### src/design/hcs_pkg.sv
/*
  hcs_pkg: constants for the hub configuration strap selector.
  assumes a single 200 MHz clock and synchronous strap inputs.
*/
package hcs_pkg;
  localparam int unsigned CLK_HZ          = 200_000_000;
  localparam int unsigned CLK_PERIOD_PS   = 5_000;
  // least reset pulse from the system, in ns, rounded up to cycles
  localparam int unsigned RESET_MIN_NS    = 1_000;
  localparam int unsigned RESET_MIN_CYC   =
    (RESET_MIN_NS * 1_000 + CLK_PERIOD_PS - 1) / CLK_PERIOD_PS;
  // nominal reference frequency
  localparam int unsigned REF_HZ          = 24_000_000;

  localparam logic [6:0] SMB_SLAVE_ADDR   = 7'h2C;

  localparam logic [2:0] SEL_DEFAULT_3W   = 3'h0;
  localparam logic [2:0] SEL_SMBUS        = 3'h1;
  localparam logic [2:0] SEL_DEFAULT_4WL  = 3'h2;
  localparam logic [2:0] SEL_EEPROM       = 3'h3;
  localparam logic [2:0] SEL_DEFAULT_4WE1 = 3'h4;
  localparam logic [2:0] SEL_DEFAULT_4WE2 = 3'h5;

  typedef enum logic [2:0] {
    HCS_SRC_INTERNAL = 3'b001,
    HCS_SRC_SMBUS    = 3'b010,
    HCS_SRC_EEPROM   = 3'b100
  } hcs_src_e;

  typedef enum logic [2:0] {
    HCS_PA_3WIRE     = 3'b001,
    HCS_PA_4W_LEVEL  = 3'b010,
    HCS_PA_4W_EDGE   = 3'b100
  } hcs_pa_e;

  typedef enum logic [3:0] {
    HCS_LED_USB      = 4'b0001,
    HCS_LED_SINGLE8  = 4'b0010,
    HCS_LED_DUAL8    = 4'b0100,
    HCS_LED_EXTERNAL = 4'b1000
  } hcs_led_e;

  typedef enum logic [2:0] {
    HCS_ST_RESET     = 3'b001,
    HCS_ST_LATCH     = 3'b010,
    HCS_ST_RUN       = 3'b100
  } hcs_state_e;

  localparam logic [3:0] PA_WIDTH_3W_MASK = 4'h7;
  localparam logic [3:0] PA_WIDTH_4W_MASK = 4'hF;
endpackage

### src/design/hcs_sync_reg.sv
/*
  hcs_sync_reg: parameterised input register with enable.
  assumes inputs are already synchronous to mclk_i.
*/
`timescale 1ns/1ps
module hcs_sync_reg #(
  parameter int unsigned WIDTH = 1
) (
  // clock and reset
  input  wire logic             mclk_i,
  input  wire logic             rst_i,
  // data
  input  wire logic             en_i,
  input  wire logic [WIDTH-1:0] d_i,
  output      logic [WIDTH-1:0] q_o
);
  logic [WIDTH-1:0] q_reg;
  logic [WIDTH-1:0] q_next;

  always_comb
  begin
    q_next = q_reg;
    if (en_i)
    begin
      q_next = d_i;
    end
  end

  always_ff @(posedge mclk_i)
  begin
    if (rst_i)
    begin
      q_reg <= '0;
    end
    else
    begin
      q_reg <= q_next;
    end
  end

  assign q_o = q_reg;
endmodule

### src/design/hcs_strap_select.sv
/*
  hcs_strap_select: latches config-select straps at reset release and
  derives configuration source, assignment style and LED options.
  assumes rst_i comes from the board reset (active high here) and that
  strap and assignment inputs are synchronous to mclk_i.
*/
`timescale 1ns/1ps
// Summary of operation
// - latch the three select straps at reset release, choose config method
// - select 000: internal defaults, 3-wire, LED straps sampled, USB LEDs
// - select 001: SMBus slave at 0101100, LED straps ignored
// - select 010: defaults, 4-wire level, straps sampled, no unassigned
// - select 011: load from I2C EEPROM as master on shared pins
// - select 100: 4-wire edge, 8 single LEDs, straps, unassigned allowed
// - select 101: 4-wire edge, 8 dual LEDs, no straps, unassigned allowed
// - assignment inputs act as 3-wire or 4-wire per latched select
// - local power high means self powered, low means bus powered
// - runs from a 24 MHz reference, crystal or external clock
// - one open-drain pin pair shared by EEPROM and SMBus uses
// - assignment input changes ignored while in reset
module hcs_strap_select (
  // clock and reset
  input  wire logic       mclk_i,
  input  wire logic       rst_i,
  // straps and board inputs
  input  wire logic       config_method_strap_bit0_i,
  input  wire logic       config_method_strap_bit1_i,
  input  wire logic       config_method_strap_bit2_i,
  input  wire logic [3:0] port_led_strap_pins_i,
  input  wire logic [3:0] port_owner_select_inputs_i,
  input  wire logic       local_power_detect_i,
  // configuration outputs
  output      logic [2:0] cfg_sel_o,
  output      logic [2:0] cfg_src_o,
  output      logic [2:0] assign_mode_o,
  output      logic [3:0] led_mode_o,
  output      logic       led_strap_en_o,
  output      logic [3:0] led_strap_o,
  output      logic       unassigned_ok_o,
  output      logic [3:0] port_assign_o,
  output      logic       self_powered_o,
  output      logic       cfg_valid_o,
  // shared serial pins role
  output      logic       serial_is_master_o,
  output      logic       serial_is_slave_o,
  output      logic [6:0] smb_addr_o
);
  hcs_pkg::hcs_state_e st_reg;
  hcs_pkg::hcs_state_e st_next;
  logic [2:0] sel_reg;
  logic [2:0] sel_next;
  logic [2:0] src_reg;
  logic [2:0] src_next;
  logic [2:0] pa_reg;
  logic [2:0] pa_next;
  logic [3:0] led_reg;
  logic [3:0] led_next;
  logic       strap_en_reg;
  logic       strap_en_next;
  logic [3:0] strap_reg;
  logic [3:0] strap_next;
  logic       ua_reg;
  logic       ua_next;
  logic       master_reg;
  logic       master_next;
  logic       slave_reg;
  logic       slave_next;
  logic       pwr_reg;
  logic       pwr_next;
  logic       valid_reg;
  logic       valid_next;
  logic [6:0] addr_reg;
  logic [6:0] addr_next;
  logic       latch_en;
  logic       run_en;
  logic [2:0] strap_sel;
  logic [2:0] eff_sel;
  logic [3:0] pa_mask;
  logic [3:0] pa_raw;

  assign strap_sel = {config_method_strap_bit2_i,
                      config_method_strap_bit1_i,
                      config_method_strap_bit0_i};

  // capture happens in the first cycle after reset falls, so the pins
  // are sampled at release rather than under reset
  always_comb
  begin
    st_next  = st_reg;
    latch_en = 1'b0;
    run_en   = 1'b0;
    case (st_reg)
      hcs_pkg::HCS_ST_RESET:
      begin
        st_next  = hcs_pkg::HCS_ST_LATCH;
        latch_en = 1'b1;
      end
      hcs_pkg::HCS_ST_LATCH:
      begin
        st_next = hcs_pkg::HCS_ST_RUN;
        run_en  = 1'b1;
      end
      hcs_pkg::HCS_ST_RUN:
      begin
        st_next = hcs_pkg::HCS_ST_RUN;
        run_en  = 1'b1;
      end
      default:
      begin
        st_next = hcs_pkg::HCS_ST_RESET;
      end
    endcase
  end

  // reserved codes fall back to the plain default set
  always_comb
  begin
    eff_sel = strap_sel;
    if (strap_sel > hcs_pkg::SEL_DEFAULT_4WE2)
    begin
      eff_sel = hcs_pkg::SEL_DEFAULT_3W;
    end
  end

  always_comb
  begin
    sel_next      = sel_reg;
    src_next      = src_reg;
    pa_next       = pa_reg;
    led_next      = led_reg;
    strap_en_next = strap_en_reg;
    strap_next    = strap_reg;
    ua_next       = ua_reg;
    master_next   = master_reg;
    slave_next    = slave_reg;
    if (latch_en)
    begin
      sel_next      = strap_sel;
      src_next      = hcs_pkg::HCS_SRC_INTERNAL;
      pa_next       = hcs_pkg::HCS_PA_3WIRE;
      led_next      = hcs_pkg::HCS_LED_USB;
      strap_en_next = 1'b1;
      ua_next       = 1'b0;
      master_next   = 1'b0;
      slave_next    = 1'b0;
      case (eff_sel)
        hcs_pkg::SEL_DEFAULT_3W:
        begin
          pa_next = hcs_pkg::HCS_PA_3WIRE;
        end
        hcs_pkg::SEL_SMBUS:
        begin
          src_next      = hcs_pkg::HCS_SRC_SMBUS;
          strap_en_next = 1'b0;
          led_next      = hcs_pkg::HCS_LED_EXTERNAL;
          slave_next    = 1'b1;
        end
        hcs_pkg::SEL_DEFAULT_4WL:
        begin
          pa_next = hcs_pkg::HCS_PA_4W_LEVEL;
        end
        hcs_pkg::SEL_EEPROM:
        begin
          src_next    = hcs_pkg::HCS_SRC_EEPROM;
          led_next    = hcs_pkg::HCS_LED_EXTERNAL;
          master_next = 1'b1;
        end
        hcs_pkg::SEL_DEFAULT_4WE1:
        begin
          pa_next  = hcs_pkg::HCS_PA_4W_EDGE;
          led_next = hcs_pkg::HCS_LED_SINGLE8;
          ua_next  = 1'b1;
        end
        hcs_pkg::SEL_DEFAULT_4WE2:
        begin
          pa_next       = hcs_pkg::HCS_PA_4W_EDGE;
          led_next      = hcs_pkg::HCS_LED_DUAL8;
          strap_en_next = 1'b0;
          ua_next       = 1'b1;
        end
        default:
        begin
          pa_next = hcs_pkg::HCS_PA_3WIRE;
        end
      endcase
      // straps only kept when the mode samples them
      if (strap_en_next)
      begin
        strap_next = port_led_strap_pins_i;
      end
      else
      begin
        strap_next = '0;
      end
    end
  end

  // self power level tracked continuously once running
  always_comb
  begin
    pwr_next = pwr_reg;
    if (run_en)
    begin
      pwr_next = local_power_detect_i;
    end
  end

  // valid looks one state ahead so the registered copy rises together
  // with the run state; the address is registered only so that every
  // output leaves a flip-flop, it never changes
  always_comb
  begin
    valid_next = (st_next == hcs_pkg::HCS_ST_RUN);
    addr_next  = hcs_pkg::SMB_SLAVE_ADDR;
  end

  // 3-wire mode masks off the top assignment line
  always_comb
  begin
    if (pa_reg == hcs_pkg::HCS_PA_3WIRE)
    begin
      pa_mask = hcs_pkg::PA_WIDTH_3W_MASK;
    end
    else
    begin
      pa_mask = hcs_pkg::PA_WIDTH_4W_MASK;
    end
    pa_raw = port_owner_select_inputs_i & pa_mask;
  end

  // assignment inputs only registered once out of reset
  hcs_sync_reg #(
    .WIDTH (4)
  ) u_assign (
    .mclk_i (mclk_i),
    .rst_i  (rst_i),
    .en_i   (run_en),
    .d_i    (pa_raw),
    .q_o    (port_assign_o)
  );

  always_ff @(posedge mclk_i)
  begin
    if (rst_i)
    begin
      st_reg       <= hcs_pkg::HCS_ST_RESET;
      sel_reg      <= '0;
      src_reg      <= hcs_pkg::HCS_SRC_INTERNAL;
      pa_reg       <= hcs_pkg::HCS_PA_3WIRE;
      led_reg      <= hcs_pkg::HCS_LED_USB;
      strap_en_reg <= 1'b0;
      strap_reg    <= '0;
      ua_reg       <= 1'b0;
      master_reg   <= 1'b0;
      slave_reg    <= 1'b0;
      pwr_reg      <= 1'b0;
      valid_reg    <= 1'b0;
      addr_reg     <= hcs_pkg::SMB_SLAVE_ADDR;
    end
    else
    begin
      st_reg       <= st_next;
      sel_reg      <= sel_next;
      src_reg      <= src_next;
      pa_reg       <= pa_next;
      led_reg      <= led_next;
      strap_en_reg <= strap_en_next;
      strap_reg    <= strap_next;
      ua_reg       <= ua_next;
      master_reg   <= master_next;
      slave_reg    <= slave_next;
      pwr_reg      <= pwr_next;
      valid_reg    <= valid_next;
      addr_reg     <= addr_next;
    end
  end

  // mclk_i stands in for the 24 MHz reference-derived core clock
  assign cfg_sel_o          = sel_reg;
  assign cfg_src_o          = src_reg;
  assign assign_mode_o      = pa_reg;
  assign led_mode_o         = led_reg;
  assign led_strap_en_o     = strap_en_reg;
  assign led_strap_o        = strap_reg;
  assign unassigned_ok_o    = ua_reg;
  assign self_powered_o     = pwr_reg;
  assign cfg_valid_o        = valid_reg;
  assign serial_is_master_o = master_reg;
  assign serial_is_slave_o  = slave_reg;
  // constant address, only meaningful while slave role is set
  assign smb_addr_o         = addr_reg;
endmodule

### config.mk
export PLATFORM = sky130hd
export DESIGN_NAME = hcs_strap_select
export DESIGN_NICKNAME = d
export VERILOG_FILES = /design/src/design/hcs_pkg.sv /design/src/design/hcs_sync_reg.sv /design/src/design/hcs_strap_select.sv
export SDC_FILE = /design/constraint.sdc
export NUM_CORES = 1
export LEC_CHECK = 0
export BUFFER_PORTS_ARGS = -buffer_cell sky130_fd_sc_hd__buf_2
export CORE_MARGIN = 5
export CORE_UTILIZATION = 25
export CTS_BUF_LIST = sky130_fd_sc_hd__clkbuf_8
export DETAILED_ROUTE_END_ITERATION = 10
export GPL_ROUTABILITY_DRIVEN = 0
export PLACE_DENSITY_LB_ADDON = 0.3
export SETUP_SLACK_MARGIN = 0.05
export SYNTH_ARGS = -nofsm -noshare
export SYNTH_HDL_FRONTEND = slang
export SYNTH_SLANG_ARGS = --single-unit
export TNS_END_PERCENT = 5
### constraint.sdc
create_clock -name mclk_i -period 1.5 [get_ports mclk_i]
set_clock_uncertainty 0.1 [all_clocks]
set_input_delay 0.15 -clock mclk_i [delete_from_list [all_inputs] [get_ports mclk_i]]
set_output_delay 0.15 -clock mclk_i [all_outputs]
set_load 0.05 [all_outputs]
Word level (Yosys, flattened, before mapping)
Index checks and enable logic that the tools add are counted.
Word-level totals
  register bits after elaboration: 30
  output and inout bits: 34
  word-level logic and storage cells: 43
Cells by class
  magnitude comparators: 1
  eq/ne operators: 10
  multiplexer cells: 14
  bitwise logic cells: 1
  reductions and logical operators: 4
Operators by type and width (count)
  $pmux W3 S2: 3
  $eq A3 B3 Y1 const B: 4
  $pmux W4 S3: 1
  $eq A3 B1 Y1 const B: 3
  $eq A3 B2 Y1 const B: 3
  $mux W4: 2
  $reduce_or A2 Y1: 4
  $mux W1: 7
  $and A4 B4 Y4: 1
  $gt A3 B3 Y1 const B: 1
  $mux W3: 1

Logic depth before layout (Yosys ltp)
  depth after elaboration: 7
  mapped depth: 4
  depth with buffers taken out: 3

Modules after synthesis
Synthesis repeated with hierarchy kept, for this count alone.
Second synthesis, totals
  cells, all modules: 126
  area, all modules: 1121.1 µm²
By module, submodules not included
  hcs_strap_select: times used 1, cells an instance 113, area an instance 980.9 µm², seq. area each 480.5 µm²
  hcs_sync_reg: times used 1, cells an instance 13, area an instance 140.1 µm², seq. area each 80.1 µm²

Least setup slack after synthesis
OpenSTA, ideal clock, no wires.
  kind: reg-to-reg
  from: reg st_reg[0]
  to: reg led_reg[0] (netlist: led_mode_o[0])
  arrival: 1.142 ns
  required time: 1.267 ns
  setup slack: 0.125 ns
  cell stages (with the launch flop): 5
  path buffers: 1
  cell sequence: dfxtp_1 > or3b_1 > buf_6 > a211oi_2 > o21ai_1
Between the ends
  word-level cells in the longest chain between the ends: 2
RTL lines
  start: declaration: line hcs_strap_select.sv:48  | hcs_pkg::hcs_state_e st_reg;
  start signal: assignment: line hcs_strap_select.sv:246  | st_reg <= hcs_pkg::HCS_ST_RESET;
  start signal: assignment: line hcs_strap_select.sv:262  | st_reg <= st_next;
  $eq A3 B1 Y1: line hcs_strap_select.sv:92  | case (st_reg)
  $mux W1: line hcs_strap_select.sv:92
  end signal: assignment: line hcs_strap_select.sv:250  | led_reg <= hcs_pkg::HCS_LED_USB;
  end signal: assignment: line hcs_strap_select.sv:266  | led_reg <= led_next;
  end: declaration: line hcs_strap_select.sv:56  | logic [3:0] led_reg;
Every way passes these cells.
A chain may end at the register's enable or synchronous reset.

Final worst setup path
  from: reg st_reg[1]
  to: reg led_reg[2] (netlist: led_mode_o[2])
The elaborated chain is that of the path after synthesis.

==> impl_metrics.env <==
export IMPL_outcome="finished, final reports clean"
export IMPL_port_buffers=40
export IMPL_hold_depth=3
export IMPL_switching_share_pct=34.36
export IMPL_combPwrFrac_pct=32.5
export IMPL_synth_seq_cells=28
export IMPL_drv_cap=0
export IMPL_die_w_um=77.34
export IMPL_drt_iter0_markers=41
export IMPL_grt_pass1_vias=967
export IMPL_synth_top_cell_area_share_pct=49.45
export IMPL_area_growth_pct=30.46
export IMPL_first_pass_iters=4
export IMPL_arrival_ps=1460
export IMPL_r2r_worst_path_cells=5
export IMPL_fin_crit_sh_pct=89.96
export IMPL_syn_avg_cell_area_um2=8.787
export IMPL_drc=0
export IMPL_yosysTopAreaCell="dfxtp_1"
export IMPL_cts_root_buf="clkbuf_8"
export IMPL_async_flop_share_pct=0
export IMPL_rows=24
export IMPL_switching_power_w=0.0007281
export IMPL_grt_antenna_before_repair=0
export IMPL_p_int_w=0.001391
export IMPL_critPathBufInv=2
export IMPL_grt_first_pass_wirelength_mm=4.381
export IMPL_critical_path_class="reg2reg"
export IMPL_vias=943
export IMPL_setup_tns_final_ps=0
export IMPL_via_per_inst=4.154
export IMPL_synth_top_cells_by_count="29 x nand2_1, 28 x dfxtp_1, 15 x a21oi_1, 10 x buf_4, 6 x nand3_1"
export IMPL_hold_violations=0
export IMPL_synth_most_common_cell="nand2_1"
export IMPL_synthTopCellsByArea="dfxtp_1 49%, nand2_1 9.6%, a21oi_1 6.6%, buf_4 6.6%, mux2i_1 4.4%"
export IMPL_setup_violations=0
export IMPL_power_leakage_nw=0.6697
export IMPL_drv_slew=0
export IMPL_fin_nets=190
export IMPL_die_h_um=77.34
export IMPL_dp_cells=223
export IMPL_path_common_cell="buf_4"
export IMPL_power_density_nw_per_um2=1433
export IMPL_critical_path_cell_chain="buf_4 > nor3b_4 > buf_4 > nand3_1 > a21oi_1"
export IMPL_clk_latency_ps=270
export IMPL_clockBufferDepth=2
export IMPL_syn_area_um2=1134
export IMPL_grtUsageTotal_pct=8.680
export IMPL_min_to="u_assign.q_o[1]"
export IMPL_drive_gt1_share_pct=35.43
export IMPL_critPathSlowestCell="dfxtp_1"
export IMPL_ant_nets=0
export IMPL_r2r_end="led_mode_o[2]"
export IMPL_cp_required_ps=1610
export IMPL_pwr_share_seq_pct=40.1
export IMPL_min_path_type="in2reg"
export IMPL_overflow=0
export IMPL_clkSinkCount=28
export IMPL_hpwl_mm=1.960
export IMPL_critPathTopFamily="simple AND/OR/NAND/NOR gates"
export IMPL_min_period_ps=1349
export IMPL_dieArea_um2=5981
export IMPL_drt_wl_total_mm=2.491
export IMPL_r2r_start="st_reg[1]"
export IMPL_clkTransAtPathRegs_ps=90
export IMPL_cts_tree="built"
export IMPL_stdcell_count=227
export IMPL_hp_start="port_owner_select_inputs_i[1]"
export IMPL_cts_buffers_inserted=3
export IMPL_cts_htree_levels=1
export IMPL_startpoint_type="flip-flop"
export IMPL_max_freq_mhz=741.1
export IMPL_start_util_pct=25.86
export IMPL_diodes=0
export IMPL_critPathCaptureType="flip-flop"
export IMPL_worstPathMaxFanout=6
export IMPL_post_cts_setup_buffers=0
export IMPL_avgRoutedWirePerCell_um=10.97
export IMPL_cp_slowest_stage_delay_ps=320
export IMPL_path_depth=5
export IMPL_synth_edf_count=0
export IMPL_io_pins=48
export IMPL_ys_flop_type="dfxtp_1"
export IMPL_power_share_clock_pct=27.4
export IMPL_yosys_warnings=0
export IMPL_synth_seq_area_share_pct=49.45
export IMPL_rsz0062_at_grt="yes"
export IMPL_ir_drop_v=0.0003792
export IMPL_grt_max_degree=23
export IMPL_yosys_cell_types_count=29
export IMPL_rrSetupSlack_ps=150
export IMPL_synthCells=129
export IMPL_core_um2=4384
-- per-layer routing --
metal	GRT usage, %	routed length [µm]	vias to the layer above
li1	-	-	499
met1	11.17	1160	415
met2	13.80	1122	27
met3	2.199	171	2
met4	3.608	36	0
met5	0	0	-
-- worst max path at each step --
stage,startpoint,endpoint
finish,st_reg[1],led_mode_o[2]
global route,st_reg[1],serial_is_master_o
CTS,st_reg[1],led_strap_en_o
detailed placement,st_reg[1],led_strap_en_o
floorplan,st_reg[0],led_mode_o[0]
global placement,st_reg[1],led_strap_en_o
-- power groups by stage --
| stage | combinational [W] | clock (W) | sequential (W) |
|---|---|---|---|
| global placement | 0.000688 | 0 | 0.000870 |
| floorplan | 0.000298 | 0 | 0.00108 |
| finish | 0.000688 | 0.000580 | 0.000851 |
| detailed placement | 0.000690 | 0 | 0.000869 |
| global route | 0.000748 | 0.000636 | 0.000863 |
| CTS | 0.000692 | 0.000605 | 0.000852 |
-- area by class of cell --
cell class                      count  area, µm²
Clock buffer                        3      41.29
Clock inverter                      1      30.03
Fill cell                         484       2905
Inverter                            2      7.507
Multi-Input combinational cell     89      484.2
Sequential cell                    28      560.5
Tap cell                           52      65.06
Timing Repair Buffer               52      290.3
-- timing repair --
action | 4_1_cts | 5_1_grt
gates resized for setup | 0 | 1
endpoints found under the setup margin | 0 | 1
hold buffers | 0 | 0
-- tightest hold or removal path: stages --
cell and delay [ps]:
buf_2 90, nand2_1 40, mux2i_1 50
-- through the flow --
| step | setup slack, ps | hold WS, ps | total power [W] | util [%] | instance area, µm² |
|---|---|---|---|---|---|
| after floorplan | 125.3 | 138.4 | 0.001383 | - | 1152 |
| after global routing | 48.61 | 21.01 | 0.002248 | 33.73 | 1479 |
| after global placement | 131.6 | 304.6 | 0.001558 | 32.05 | 1405 |
| after detailed placement | 130.1 | 308.1 | 0.001559 | 32.05 | 1405 |
| after CTS | 127.4 | 17.40 | 0.002149 | 33.68 | 1476 |
| final | 150.6 | 17.40 | 0.002119 | 33.73 | 1479 |
-- cells by family (layout without fill, tap and decap cells) --
logic type	after synthesis	after routing	synth area share, %
flops	28	28	49.45
compound gates	22	22	11.92
simple gates	54	54	23.07
xor+xnor	1	1	0.7728
other cells	2	7	0.6625
buf+inv	17	58	9.713
mux	5	5	4.415
-- cell usage in the layout, fill, tap and decap left out, types with 3 or more instances in the layout --
cell type,n
conb_1,7
nand2_1,29
a21oi_1,15
buf_4,12
nor2_1,5
nand3_1,6
dfxtp_1,28
clkbuf_8,3
buf_2,40
mux2i_1,5
nor3_1,3
Power figures use the tool's default switching activity.
